File: src/ilo_pkg.sv
// shared constants and types of the indexed literal offset executor
package ilo_pkg;
   localparam logic [3:0] ILO_REG_CFG = 4'h0;
   localparam logic [3:0] ILO_REG_WREG = 4'h1;
   localparam logic [3:0] ILO_REG_PTR_LO = 4'h2;
   localparam logic [3:0] ILO_REG_PTR_HI = 4'h3;
   localparam logic [3:0] ILO_REG_STATUS = 4'h4;
   localparam logic [3:0] ILO_REG_BANK = 4'h5;

   localparam logic ILO_CFG_RST = 1'b0;
   localparam logic [7:0] ILO_WREG_RST = 8'h00;
   localparam logic [13:0] ILO_PTR_RST = 14'h0000;
   localparam logic [4:0] ILO_STATUS_RST = 5'h00;
   localparam logic [5:0] ILO_BANK_RST = 6'h00;

   // status bit positions
   localparam int ILO_ST_C = 0;
   localparam int ILO_ST_DC = 1;
   localparam int ILO_ST_Z = 2;
   localparam int ILO_ST_OV = 3;
   localparam int ILO_ST_N = 4;

   localparam logic [7:0] ILO_IDX_LIMIT = 8'h5F;
   localparam logic [5:0] ILO_ACC_HI_BANK = 6'h3F;
   localparam logic [5:0] ILO_ACC_LO_BANK = 6'h00;
   localparam logic [7:0] ILO_FILL = 8'hFF;

   localparam logic [5:0] ILO_OP_ADD = 6'b001001;
   localparam logic [3:0] ILO_OP_BSET = 4'b1000;
   localparam logic [6:0] ILO_OP_FILL = 7'b0110100;

   typedef enum {ILO_DEC, ILO_RD, ILO_PROC, ILO_WR} ilo_phase_t;
   typedef enum logic [1:0] {
      ILO_K_NONE,
      ILO_K_ADD,
      ILO_K_BSET,
      ILO_K_FILL
   } ilo_kind_t;

   typedef struct packed {
      ilo_kind_t kind;
      logic dest_file;
      logic [2:0] bit_sel;
      logic indexed;
      logic [13:0] addr;
   } ilo_dec_t;
endpackage
File: src/ilo_exec.sv
// decode and execute of indexed add, bit-set and fill-ones forms
//
// How it works
// - extension on, a=0, address <=5Fh: operand is offset from pointer
// - only with a=0; addresses above 5Fh keep access-bank mapping
// - indexed add sums working register with byte at pointer plus k
// - add recognised as 0010 01d0 kkkk kkkk, d picks destination
// - d=0 result to working register, d=1 back to memory byte
// - add updates negative, overflow, carry, digit carry, zero
// - bit-set decoded as 1000 bbb0 kkkk kkkk, b picks bit 0..7
// - bit-set sets one bit, others and flags unchanged
// - fill decoded as 0110 1000 kkkk kkkk, offset 0..95
// - fill writes FFh to pointer plus offset, flags unchanged
// - each form one word, one instruction cycle of four phases
// - extension enable resets to 0; software must set it
// - no fallback to literal addressing when extension enabled
`timescale 1ns/1ps
module ilo_exec
   import ilo_pkg::*;
(
   input wire logic mclk,
   input wire logic rst_n,
   input wire logic [3:0] reg_addr,
   input wire logic [7:0] reg_wdata,
   input wire logic reg_wr,
   input wire logic reg_rd,
   output logic [7:0] reg_rdata,
   input wire logic instr_valid,
   input wire logic [15:0] instr_word,
   output logic instr_ready,
   output logic instr_done,
   output logic instr_unknown,
   output logic [13:0] mem_addr,
   output logic mem_rd,
   input wire logic [7:0] mem_rdata,
   output logic mem_wr,
   output logic [7:0] mem_wdata
);
   logic extension_enable_cfg_q;
   logic [7:0] wreg_q;
   logic [13:0] third_indirect_pointer_q;
   logic [4:0] status_q;
   logic [5:0] bank_q;
   logic [7:0] rdata_q;
   ilo_phase_t phase_q;
   ilo_dec_t dec_q;
   ilo_dec_t dec_d;
   logic ready_q;
   logic done_q;
   logic unknown_q;
   logic [13:0] mem_addr_q;
   logic mem_rd_q;
   logic mem_wr_q;
   logic [7:0] mem_wdata_q;
   logic accept;
   logic [8:0] sum;
   logic [4:0] low_sum;
   logic [7:0] bit_mask;
   logic [7:0] result;

   assign accept = instr_valid && ready_q;

   // instruction decode and operand address formation
   always_comb begin
      logic [7:0] f;
      logic a;
      f = instr_word[7:0];
      a = instr_word[8];
      dec_d = '0;
      dec_d.kind = ILO_K_NONE;
      if (instr_word[15:10] == ILO_OP_ADD) begin
         dec_d.kind = ILO_K_ADD;
         dec_d.dest_file = instr_word[9];
      end else if (instr_word[15:12] == ILO_OP_BSET) begin
         dec_d.kind = ILO_K_BSET;
         dec_d.bit_sel = instr_word[11:9];
      end else if (instr_word[15:9] == ILO_OP_FILL) begin
         dec_d.kind = ILO_K_FILL;
      end
      dec_d.indexed = extension_enable_cfg_q && !a && (f <= ILO_IDX_LIMIT);
      if (dec_d.indexed) begin
         // pointer plus zero-extended offset, no literal fallback
         dec_d.addr = third_indirect_pointer_q + {6'h00, f};
      end else if (!a) begin
         // ordinary access bank: low part of bank 0 or top SFR page
         dec_d.addr = (f <= ILO_IDX_LIMIT) ? {ILO_ACC_LO_BANK, f}
                                           : {ILO_ACC_HI_BANK, f};
      end else begin
         dec_d.addr = {bank_q, f};
      end
   end

   // four-phase sequence: decode, read, process, write
   always_ff @(posedge mclk) begin
      if (!rst_n) begin
         phase_q <= ILO_DEC;
         dec_q <= '0;
         ready_q <= 1'b1;
         done_q <= 1'b0;
         unknown_q <= 1'b0;
      end else begin
         done_q <= 1'b0;
         case (phase_q)
            ILO_DEC: begin
               if (accept) begin
                  dec_q <= dec_d;
                  ready_q <= 1'b0;
                  phase_q <= ILO_RD;
               end
            end
            ILO_RD: phase_q <= ILO_PROC;
            ILO_PROC: phase_q <= ILO_WR;
            ILO_WR: begin
               phase_q <= ILO_DEC;
               ready_q <= 1'b1;
               done_q <= 1'b1;
               unknown_q <= (dec_q.kind == ILO_K_NONE);
            end
            default: phase_q <= ILO_DEC;
         endcase
      end
   end

   // data path in the process phase
   always_comb begin
      sum = {1'b0, wreg_q} + {1'b0, mem_rdata};
      low_sum = {1'b0, wreg_q[3:0]} + {1'b0, mem_rdata[3:0]};
      bit_mask = 8'h01 << dec_q.bit_sel;
      case (dec_q.kind)
         ILO_K_ADD: result = sum[7:0];
         ILO_K_BSET: result = mem_rdata | bit_mask;
         ILO_K_FILL: result = ILO_FILL;
         default: result = mem_rdata;
      endcase
   end

   // data memory strobes
   always_ff @(posedge mclk) begin
      if (!rst_n) begin
         mem_addr_q <= 14'h0000;
         mem_rd_q <= 1'b0;
         mem_wr_q <= 1'b0;
         mem_wdata_q <= 8'h00;
      end else begin
         mem_rd_q <= 1'b0;
         mem_wr_q <= 1'b0;
         if (accept) begin
            mem_addr_q <= dec_d.addr;
            // fill needs no read of the old byte
            mem_rd_q <= (dec_d.kind == ILO_K_ADD)
                        || (dec_d.kind == ILO_K_BSET);
         end
         if (phase_q == ILO_PROC) begin
            mem_wdata_q <= result;
            case (dec_q.kind)
               ILO_K_ADD: mem_wr_q <= dec_q.dest_file;
               ILO_K_BSET: mem_wr_q <= 1'b1;
               ILO_K_FILL: mem_wr_q <= 1'b1;
               default: mem_wr_q <= 1'b0;
            endcase
         end
      end
   end

   // working register: bus write, add result takes priority
   always_ff @(posedge mclk) begin
      if (!rst_n) begin
         wreg_q <= ILO_WREG_RST;
      end else if (phase_q == ILO_PROC && dec_q.kind == ILO_K_ADD
                   && !dec_q.dest_file) begin
         wreg_q <= sum[7:0];
      end else if (reg_wr && reg_addr == ILO_REG_WREG) begin
         wreg_q <= reg_wdata;
      end
   end

   // status flags: only the add form touches them
   always_ff @(posedge mclk) begin
      if (!rst_n) begin
         status_q <= ILO_STATUS_RST;
      end else if (phase_q == ILO_PROC && dec_q.kind == ILO_K_ADD) begin
         status_q[ILO_ST_C] <= sum[8];
         status_q[ILO_ST_DC] <= low_sum[4];
         status_q[ILO_ST_Z] <= (sum[7:0] == 8'h00);
         status_q[ILO_ST_OV] <= (wreg_q[7] == mem_rdata[7])
                                && (sum[7] != wreg_q[7]);
         status_q[ILO_ST_N] <= sum[7];
      end else if (reg_wr && reg_addr == ILO_REG_STATUS) begin
         status_q <= reg_wdata[4:0];
      end
   end

   // configuration, pointer and bank: software only
   always_ff @(posedge mclk) begin
      if (!rst_n) begin
         extension_enable_cfg_q <= ILO_CFG_RST;
         third_indirect_pointer_q <= ILO_PTR_RST;
         bank_q <= ILO_BANK_RST;
      end else if (reg_wr) begin
         case (reg_addr)
            ILO_REG_CFG: extension_enable_cfg_q <= reg_wdata[0];
            ILO_REG_PTR_LO: third_indirect_pointer_q[7:0] <= reg_wdata;
            ILO_REG_PTR_HI: third_indirect_pointer_q[13:8] <= reg_wdata[5:0];
            ILO_REG_BANK: bank_q <= reg_wdata[5:0];
            default: ;
         endcase
      end
   end

   // read data stands only in the cycle after the strobe
   always_ff @(posedge mclk) begin
      if (!rst_n) begin
         rdata_q <= 8'h00;
      end else if (reg_rd) begin
         case (reg_addr)
            ILO_REG_CFG: rdata_q <= {7'h00, extension_enable_cfg_q};
            ILO_REG_WREG: rdata_q <= wreg_q;
            ILO_REG_PTR_LO: rdata_q <= third_indirect_pointer_q[7:0];
            ILO_REG_PTR_HI: rdata_q <= {2'h0, third_indirect_pointer_q[13:8]};
            ILO_REG_STATUS: rdata_q <= {3'h0, status_q};
            ILO_REG_BANK: rdata_q <= {2'h0, bank_q};
            default: rdata_q <= 8'h00;
         endcase
      end else begin
         rdata_q <= 8'h00;
      end
   end

   assign reg_rdata = rdata_q;
   assign instr_ready = ready_q;
   assign instr_done = done_q;
   assign instr_unknown = unknown_q;
   assign mem_addr = mem_addr_q;
   assign mem_rd = mem_rd_q;
   assign mem_wr = mem_wr_q;
   assign mem_wdata = mem_wdata_q;
endmodule // ilo_exec

File: config.mk
export PLATFORM = sky130hd
export DESIGN_NAME = ilo_exec
export DESIGN_NICKNAME = d
export VERILOG_FILES = /design/src/ilo_pkg.sv /design/src/ilo_exec.sv
export SDC_FILE = /design/constraint.sdc
export NUM_CORES = 1
export LEC_CHECK = 0
export ABC_CLOCK_PERIOD_IN_PS = 6850
export BUFFER_PORTS_ARGS = -buffer_cell sky130_fd_sc_hd__buf_2
export CORE_MARGIN = 4
export CORE_UTILIZATION = 55
export CTS_CLUSTER_SIZE = 24
export DETAILED_ROUTE_END_ITERATION = 16
export PLACE_DENSITY = 0.79
export SLEW_MARGIN = 20
export SYNTH_ARGS = -nofsm -noshare
export SYNTH_HDL_FRONTEND = slang
export SYNTH_SLANG_ARGS = --single-unit
File: constraint.sdc
create_clock -name mclk -period 6.85 [get_ports mclk]
set_input_delay 0.3425 -clock mclk [delete_from_list [all_inputs] [get_ports mclk]]
set_output_delay 0.3425 -clock mclk [all_outputs]
set_load 0.03 [all_outputs]
==> summary by stage, run 1 <==
Timing
The final hold violation count came to 0. Setup repair after global routing left no endpoint under its margin. The setup TNS after final layout is 0 ps. The worst-case clock skew is 9.104 ps. The smallest clock period supported by the final layout is computed as 2458 ps. For the pin with the worst max-slew slack, the measured transition is 844.0 ps. For this run, the top clock speed supported by timing is 406.9 MHz. Setup violations remaining at the end of the flow were counted as 0. The final critical-path share of the clock period is 35.88%. The worst pin sits at a relative slew slack of 43.65%. The max-slew violation total from the final report is 0.

Worst setup path
Along the worst path, the maximum fanout reaches 3. The category of the worst setup path launch point is a register. For the worst setup path, the data arrival time is 2710 ps. The endpoint identified for the worst register-to-register timing path is status_q[2]$_SDFFE_PN0P_. The startpoint identified for the worst register-to-register timing path is wreg_q[0]$_SDFFE_PN0P_. The worst register-to-register path has a setup slack of 4390 ps.

The number of cells on the worst reg-to-reg path is 8. The worst setup path is captured at a register. The required time at the endpoint of the critical path is 7110 ps. The critical path is of the register to register type.

Clock network
The TritonCTS clock tree is yes. CTS saw 77 sinks. The setup fix buffers added after clock tree synthesis is 0.

Buffers inserted to repair hold after CTS numbered 0. TritonCTS created 9 clock buffers. At the later pin of the worst-skew pair, clock insertion delay measures 350 ps.

The H-tree was split into 3 levels. In this run the clock root is driven by a sky130_fd_sc_hd__clkbuf_8. The count of cells resized by post-cts repair is 0.

After clock tree synthesis, the clock-pin slew on the worst setup and hold paths is 90 ps. The longest clock path from root to sink contains 2 buffers.

Cells and area
The filler cells instantiated in the layout total 623. The antenna diode count is 0. Relative to the synthesized area, the layout overhead comes to 15.31%. The share of layout cells above drive strength 1 is 17.84%. The final core utilization is 65.60%. The multi-input combinational cells in the finished layout cover a total of 0.002442 mm².

Across the whole layout, storage elements account for 0.001541 mm². The number of nets in the final layout is 623.

Logic synthesis
Summing the areas of all and, or, nand and nor instances in the mapped netlist gives 21.89% of the synthesized area. The number of synthesized flops with an enable pin is 0. Summing every instance area after synthesis gives 0.004126 mm². The post-synthesis net count is 565. Yosys printed 0 warnings. The post-synthesis cell count is 503. For this run, the leading register cell type out of synthesis is sky130_fd_sc_hd__dfxtp_1. The share of async-settable or async-resettable flops after synthesis is 0%.

Multiplexer cells account for 2.971% of the synthesized area. The arithmetic-cell share of the synthesized area counting full adders, half adders and majority gates is 6.731%. The average cell area after synthesis is 8.204 µm². The post-synthesis sequential area ratio is 37.36%. The synthesized netlist devotes 3.184% of its cell area to XOR and XNOR gates. After synthesis, the largest family of logic cells by area is compound AO/OA/AOI/OAI gates. The synthesized netlist devotes 24.41% of its cell area to compound gates. Synthesis inferred 77 register bits. The netlist uses 56 different library cells.

Die
The die span in x is 94.62 µm. Once the floorplan was initialized, standard cells occupied 56.89% of the core. The die covers 0.008952 mm². The floorplan has 31 rows. The floorplan core area is 0.007253 mm². For this design the top-level I/O count stands at 76. The vertical extent of the die is 94.62 µm.

Run
The max-cap violation count is 0.

GRT
The first global-routing pass estimated 17.97 mm of wire. Global routing consumed, over all layers together, 25.49% of the routing resources. The layer carrying the most global-route usage is met2. The global routing met2 resource utilization is 39.75%. Global routing consumed, on the met3 layer, 4.064% of the routing resources. The number of antenna violations at the first check in global routing came to 0.

The global route total overflow is 0. The via count of the first global-routing pass is 3709. Entering global routing, the biggest net connects 49 pins. Global routing used 35.60% of the available met1 tracks.

Hold path
For hold timing, the worst endpoint is mem_addr[3]$_SDFFE_PN0P_. The worst hold path was traced through 3 stages. In this run the most critical hold path is launched from instr_word[3]. The class of the most critical hold timing path is input pin to register.

Power
The maximum ir drop on the vdd rail is 0.0001359 V. Dividing total power by cell area gives a power density of 264.8 mW/mm². The cell leakage power is 0.001902 µW.

Drt
The detailed router finished its first iteration with 317 violations. The length of the first detailed-routing pass in iterations is 6. The remaining routing DRC violations is 0. The via-per-instance ratio is 6.099.

The wire length after detailed routing is 11.18 mm. Dividing the detail-routed wire length by the instance count gives 16.81 µm. The detailed router placed 4056 vias in this run. The count of nets left with antenna violations once routing finished came out at 0.

Placement
The port buffer count is 75. The weighted congestion reported at the end of routability-driven placement is 0.8523. The wire-length estimate of the detail-placed layout is 8.182 mm.

Outcome
The flow ran to the end, and the final reports show no timing, DRC or antenna violations.
## cell usage after synthesis (6+ instances only)
library cell	count	area, µm²
sky130_fd_sc_hd__nand2_1	63	236.5
sky130_fd_sc_hd__a311oi_1	12	105.1
sky130_fd_sc_hd__o21ai_0	18	90.09
sky130_fd_sc_hd__nand2b_1	6	37.54
sky130_fd_sc_hd__clkbuf_1	28	105.1
sky130_fd_sc_hd__nand3_1	38	190.2
sky130_fd_sc_hd__a22oi_1	11	82.58
sky130_fd_sc_hd__a31oi_1	6	37.54
sky130_fd_sc_hd__xnor2_1	10	87.58
sky130_fd_sc_hd__ha_1	19	237.7
sky130_fd_sc_hd__inv_1	7	26.28
sky130_fd_sc_hd__dfxtp_1	77	1541
sky130_fd_sc_hd__mux2i_1	10	100.1
sky130_fd_sc_hd__nor3_1	7	35.03
sky130_fd_sc_hd__o21ai_1	6	30.03
sky130_fd_sc_hd__a211oi_1	9	67.56
sky130_fd_sc_hd__nor2_1	43	161.4
sky130_fd_sc_hd__a21oi_1	51	255.2
## worst max-delay path by stage
stage,slack (ps),cells past startpoint,start,to
after floorplan,4590,8,mem_rdata[0],status_q[2]$_SDFFE_PN0P_
after global placement,4420,9,mem_rdata[0],status_q[2]$_SDFFE_PN0P_
after CTS,4410,8,wreg_q[0]$_SDFFE_PN0P_,status_q[2]$_SDFFE_PN0P_
after global routing,4250,8,wreg_q[0]$_SDFFE_PN0P_,status_q[2]$_SDFFE_PN0P_
final,4390,8,wreg_q[0]$_SDFFE_PN0P_,status_q[2]$_SDFFE_PN0P_
after detailed placement,4320,9,mem_rdata[0],status_q[2]$_SDFFE_PN0P_
## stage by stage
step | setup WS, ps | hold slack [ps] | total power [µW] | cell area, µm² | std cells
6_report | 4392 | 273.7 | 1260 | 4758 | 665
5_1_grt | 4246 | 275.6 | 1323 | 4758 | 665
4_1_cts | 4410 | 263.1 | 1262 | 4758 | 665
3_5_place_dp | 4321 | 440.9 | 867.9 | 4528 | 649
3_3_place_gp | 4415 | 441.1 | 859.3 | 4528 | 649
2_1_floorplan | 4594 | 449.0 | 773.1 | 4126 | 503
## cells in the final DEF, fill, tap and decap left out, drive strengths merged, types with 3 or more instances in the layout
master / n
o2bb2ai: 3
a21oi: 51
a222oi: 5
nor2: 43
nand2: 63
o22ai: 3
nand3: 38
and3: 5
o211ai: 4
a221oi: 5
nand2b: 6
a211oi: 10
buf: 77
clkbuf: 10
dfxtp: 77
a22oi: 11
a21o: 3
nor2b: 4
nor3: 9
and2: 3
xnor2: 10
a31oi: 7
a311oi: 12
inv: 10
nand4b: 4
ha: 19
xor2: 5
mux2i: 10
o21ai: 24
o41ai: 3
## where the power goes
part,total [µW],switching (µW),internal [µW]
combinational,329,215,113
clock,397,179,218
sequential,535,41.0,494
total,1260,435,825
## worst max-delay path, stage by stage, from the launching register on
cell,delay [ps]
sky130_fd_sc_hd__dfxtp_1,350
sky130_fd_sc_hd__ha_1,220
sky130_fd_sc_hd__fa_1,420
sky130_fd_sc_hd__a21oi_1,190
sky130_fd_sc_hd__nor2b_1,110
sky130_fd_sc_hd__a31oi_2,230
sky130_fd_sc_hd__xnor2_1,120
sky130_fd_sc_hd__or4b_4,530
sky130_fd_sc_hd__o41ai_2,200
## registers in the layout, indices dropped and copies added, names as in the netlist, 2 cells and up
name,flops
wreg_q,8
third_indirect_pointer_q,14
reg_rdata,8
phase_q,2
mem_wdata,8
bank_q,6
mem_addr,14
status_q,5
dec_q,6
## logic make-up (layout without fill, tap and decap cells)
group / count (synthesis) / after routing
xor gates and xnor gates: 15 / 15
and+or+nand+nor: 189 / 189
buffers and inverters: 38 / 101
DFF: 77 / 77
muxes: 12 / 12
adders and majority gates: 21 / 21
AOI/OAI and AO/OA: 151 / 151
## layer usage
metal / share of wire, % / vias to the layer above
li1: - / 1980
met1: 44 / 1894
met2: 47 / 166
met3: 7.3 / 16
met4: 1.3 / 0
met5: 0 / -
## layout make-up
class | instances | share of cell area (%)
timing repair buffer | 77 | 8.204
tap | 99 | 2.603
multi-input combinational | 388 | 51.33
sequential | 77 | 32.40
inverter | 8 | 0.6311
clock inverter | 6 | 1.946
clock buffer | 10 | 2.892
(Power assumes the default switching activity.)
==> inputs of run 2 (changes only) <==
--- a/config.mk
+++ b/config.mk
@@ -5,7 +5,8 @@
 export SDC_FILE = /design/constraint.sdc
 export NUM_CORES = 1
 export LEC_CHECK = 0
-export ABC_CLOCK_PERIOD_IN_PS = 6850
+export ABC_AREA = 1
+export ABC_CLOCK_PERIOD_IN_PS = 2500
 export BUFFER_PORTS_ARGS = -buffer_cell sky130_fd_sc_hd__buf_2
 export CORE_MARGIN = 4
 export CORE_UTILIZATION = 55
==> constraint.sdc (replaced) <==
create_clock -name mclk -period 2.5 [get_ports mclk]
set_input_delay 0.125 -clock mclk [delete_from_list [all_inputs] [get_ports mclk]]
set_output_delay 0.125 -clock mclk [all_outputs]
set_load 0.03 [all_outputs]
==> run 2 against run 1 <==
  * Final area rose by 6.1%
  * Non-clock buffer count up 1
  * Count of clock-buffer cells in the layout stayed put
  * Sequential cell count did not move
  * Die area increased by 5.8%
  * Sequential share of layout area is 1.9 points lower
  * Synthesized cell count increased by 26%
  * Clock power rose to 2.8 times the previous value
  * Clock skew decreased by 0.83 ps
  * Critical endpoint is now status_q[4]$_SDFFE_PN0P_
  * Largest cell class unchanged
==> summary by stage, run 2 <==
Logic synthesis
The commonest register cell after synthesis is sky130_fd_sc_hd__dfxtp_1. The post-synthesis sequential area ratio is 35.14%. After synthesis, the cell types taking the most area are sky130_fd_sc_hd__dfxtp_1 (35%), sky130_fd_sc_hd__nand2_1 (11%), sky130_fd_sc_hd__a21oi_1 (8.3%). Of all flip-flops after synthesis, the portion carrying an async set or reset was 0%. The most common cell in the netlist is sky130_fd_sc_hd__nand2_1.

Dividing the synthesized area by the synthesized cell count gives 6.919 µm². After synthesis, the most frequently instantiated cells are sky130_fd_sc_hd__nand2_1 (127), sky130_fd_sc_hd__inv_1 (91), sky130_fd_sc_hd__dfxtp_1 (77). The synthesis warning total is 0.

The count of distinct cell types in the synthesized netlist is 45. The cell count after synthesis came out at 634. The number of synthesized flops with an enable pin is 0. In this run, synthesis produced a sequential element count of 77.

The number of nets in the synthesized netlist is 696. The most area-hungry cell type in the Yosys netlist is sky130_fd_sc_hd__dfxtp_1. The area share of the largest cell type after synthesis is 35.14%. The netlist area before placement is 0.004387 mm².

Timing
The max-slew violation total from the final report is 0. The worst slew margin relative to its limit is 53.90%. The clock period could shrink to 1953 ps. Static timing analysis puts the maximum clock frequency at 512.0 MHz. Adding up every negative setup slack in the final design gives 0 ps. The final hold violation count is 0. For the final database, setup skew stands at 8.271 ps.

Dividing the final minimum period by the clock period gives 78.12%. Setup repair after global routing left no endpoint under its margin. The slew at the pin with the worst max-slew slack is 674.0 ps. Setup violations remaining at the end of the flow were counted as 0.

Die
The placement row count is 32. The die span in x is 97.31 µm. The vertical extent of the die is 97.31 µm. 76 I/O pins were placed. The initial core utilization is 56.77%. The die area is 0.009468 mm². The region available for standard cell placement spans 0.007727 mm².

GRT
The global routing met2 resource utilization is 44.43%. The via count of the first global-routing pass was 4365. The met1 track demand over resource is 31.74%. After global routing, the most crowded layer is met2. The first global-routing pass estimated 20.31 mm of wire. The maximum number of pins on one net before global-route repair is 35.

The met3 global-route usage is 5.599%. The aggregate global-route resource usage is 26.13%. The number of antenna violations at the first check in global routing was 0. The global route total overflow is 0.

Power
Net switching is 36.25% of the power. The share of total power dissipated in sequential elements is 41.0%. The internal power summed over all cells is 2270 µW. IR analysis of the VDD net gives a maximum drop of 0.0004515 V. The proportion of power drawn by combinational gates is 28.2%. The switching power is 1290 µW. In this run, the clock network consumes 30.8% of the power. The ratio of total power to cell area is 705.2 mW/mm².

The total power is 3560 µW. In this run the static leakage power is 0.002349 µW.

Clock network
After clock tree synthesis, the flow added hold-fix buffers numbering 0. The count of clock tree sinks is 77. The count of cells resized by post-cts repair is 0. The total CTS buffers is 9. The setup fix buffers added after clock tree synthesis is 0.

The clock passes through at most 2 buffers. The level count of the clock H-tree is 3. The cell chosen for the clock root is sky130_fd_sc_hd__clkbuf_8. The TritonCTS clock tree is yes. At the later pin of the worst-skew pair, clock insertion delay measures 360 ps.

Clock-pin slew was measured on the worst setup and hold paths at 80 ps.

Hold path
The worst hold path passes through 3 cells. The class of the most critical hold timing path is input pin to register. The path with the worst hold slack has its endpoint at dec_q[17]$_SDFFE_PN0P_.

The launch instance of the worst min-delay path is instr_word[11].

Worst setup path
The standard cell with the maximum stage delay on the critical path is sky130_fd_sc_hd__ha_1. Along the worst path, the maximum fanout reaches 12. The arrival time at the worst endpoint is 2220 ps. The critical path buffer and inverter count is 4. The family with the most delay on the worst path is buffers and inverters. STA puts the critical path data required time at 2760 ps. Counting cells, the worst reg-to-reg path comes to 10. The worst setup path is of the register to register kind. The delay of the slowest cell on the worst path is 400 ps. The startpoint identified for the worst register-to-register timing path is phase_q[0]$_SDFFE_PN0P_. The endpoint of the most critical register-to-register path is status_q[4]$_SDFFE_PN0P_.

The sort of element at the end of the critical path is a register. Traced cell by cell, the critical path runs through inv_1 -> ha_1 -> inv_2 -> nor2_4 -> inv_1 -> nand2_1 -> inv_2 -> nand2_1 -> o31ai_1 -> o21a_1. The setup check on the worst reg-to-reg path leaves a slack of 550 ps. The category of the worst setup path launch point is a register.

Drt
The length of the first detailed-routing pass in iterations is 7. After detailed routing, the total wire length is 12.26 mm. Across all layers, the routed design uses 4593 vias. The remaining routing DRC violations is 0. The DRC marker count from the first detailed-route iteration is 264.

Dividing the detail-routed via count by the number of cells gives 5.656. The antenna violation net count after detailed routing is 0. The average routed wire per standard cell is 15.10 µm.

Cells and area
The library cells used most frequently in the layout, excluding fill and tap cells, are sky130_fd_sc_hd__nand2_1 (127), sky130_fd_sc_hd__inv_1 (91), sky130_fd_sc_hd__dfxtp_1 (77). With fillers left out, the area of the finished cells amounts to 0.005049 mm². The most common library cell in the layout ignoring fill and taps is sky130_fd_sc_hd__nand2_1. The synthesis-to-layout area growth is 15.09%. The net count of the finished layout is 767. The final cell count without fillers is 812. The antenna diode count is 0. The post-route netlist has 16.34% of its cells at a drive strength greater than 1. The final core utilization is 65.33%.

Outcome
The flow ran to the end, and the final reports show no timing, DRC or antenna violations.

Placement
The weighted congestion reported at the end of routability-driven placement is 0.9575. The cell count after placement is 796. The port buffer count is 75. The total cell area at the placement stage is 0.004818 mm². The detailed placer's ending HPWL is 9.333 mm.

Run
Max-cap violations in this run came to 0.
-- run 2: cell types whose count changed in the layout (fill, tap and decap cells not counted), moves of 8 or more --
cell and delta:
sky130_fd_sc_hd__a21oi_1 +22, sky130_fd_sc_hd__mux2i_1 -10, sky130_fd_sc_hd__xnor2_1 -9, sky130_fd_sc_hd__nor2_1 -18, sky130_fd_sc_hd__a22oi_1 -9, sky130_fd_sc_hd__nand2_1 +64
sky130_fd_sc_hd__o21ai_0 +37, sky130_fd_sc_hd__nand4_1 +13, sky130_fd_sc_hd__a311oi_1 -12, sky130_fd_sc_hd__inv_1 +84, sky130_fd_sc_hd__nand3_1 +14, sky130_fd_sc_hd__o22ai_1 +8
-- run 2: worst min-delay path, delay by kind of cell --
kind	cells	cell delay, ps
compound gates	1	50
buf+inv	1	100
simple gates	1	60
-- run 2: per-stage QoR --
step | hold WS [ps] | setup WS [ps]
2_1_floorplan | 267.8 | 912.0
3_3_place_gp | 392.5 | 670.4
3_5_place_dp | 396.4 | 605.2
4_1_cts | 12.14 | 559.6
5_1_grt | 41.34 | 309.9
6_report | 17.29 | 547.0
-- run 2: area by class of cell --
cell class	count	area [µm²]
clock buffer	10	137.6
timing repair buffer	78	397.9
tap	102	127.6
clock inverter	6	92.59
sequential	77	1541
multi-input combinational	439	2371
inverter	100	380.4
fill	719	2679
-- run 2: kinds of logic after synthesis --
| kind of cell | after synthesis | synth area share, % |
|---|---|---|
| adder cells (fa/ha/maj) | 21 | 6.332 |
| XOR/XNOR | 3 | 0.5991 |
| AO/OA/AOI/OAI | 172 | 21.76 |
| buffers and inverters | 118 | 10.81 |
| flip-flops | 77 | 35.14 |
| AND/OR/NAND/NOR | 243 | 25.36 |
-- run 2: worst max path at each step --
stage,startpoint,to,slack (ps),cells past startpoint
floorplan,wreg_q[0]$_SDFFE_PN0P_,status_q[2]$_SDFFE_PN0P_,910,9
global placement,phase_q[0]$_SDFFE_PN0P_,wreg_q[4]$_SDFFE_PN0P_,670,11
detailed placement,phase_q[0]$_SDFFE_PN0P_,status_q[4]$_SDFFE_PN0P_,610,10
CTS,phase_q[0]$_SDFFE_PN0P_,status_q[4]$_SDFFE_PN0P_,560,10
global route,phase_q[0]$_SDFFE_PN0P_,status_q[4]$_SDFFE_PN0P_,310,10
finish,phase_q[0]$_SDFFE_PN0P_,status_q[4]$_SDFFE_PN0P_,550,10
-- run 2: layer usage --
layer,routed length [µm],share of wire (%),vias up
met2,5758,47,193
met5,0,0,-
met4,438,3.6,0
met3,888,7.2,42
li1,-,-,2290
met1,5176,42,2068
-- run 2: power by group through the flow --
stage / combinational [µW] / clock, µW / sequential, µW
3_3_place_gp: 964 / 0 / 1480
2_1_floorplan: 544 / 0 / 1630
5_1_grt: 1110 / 1160 / 1480
3_5_place_dp: 985 / 0 / 1490
6_report: 1000 / 1100 / 1460
4_1_cts: 999 / 1110 / 1460
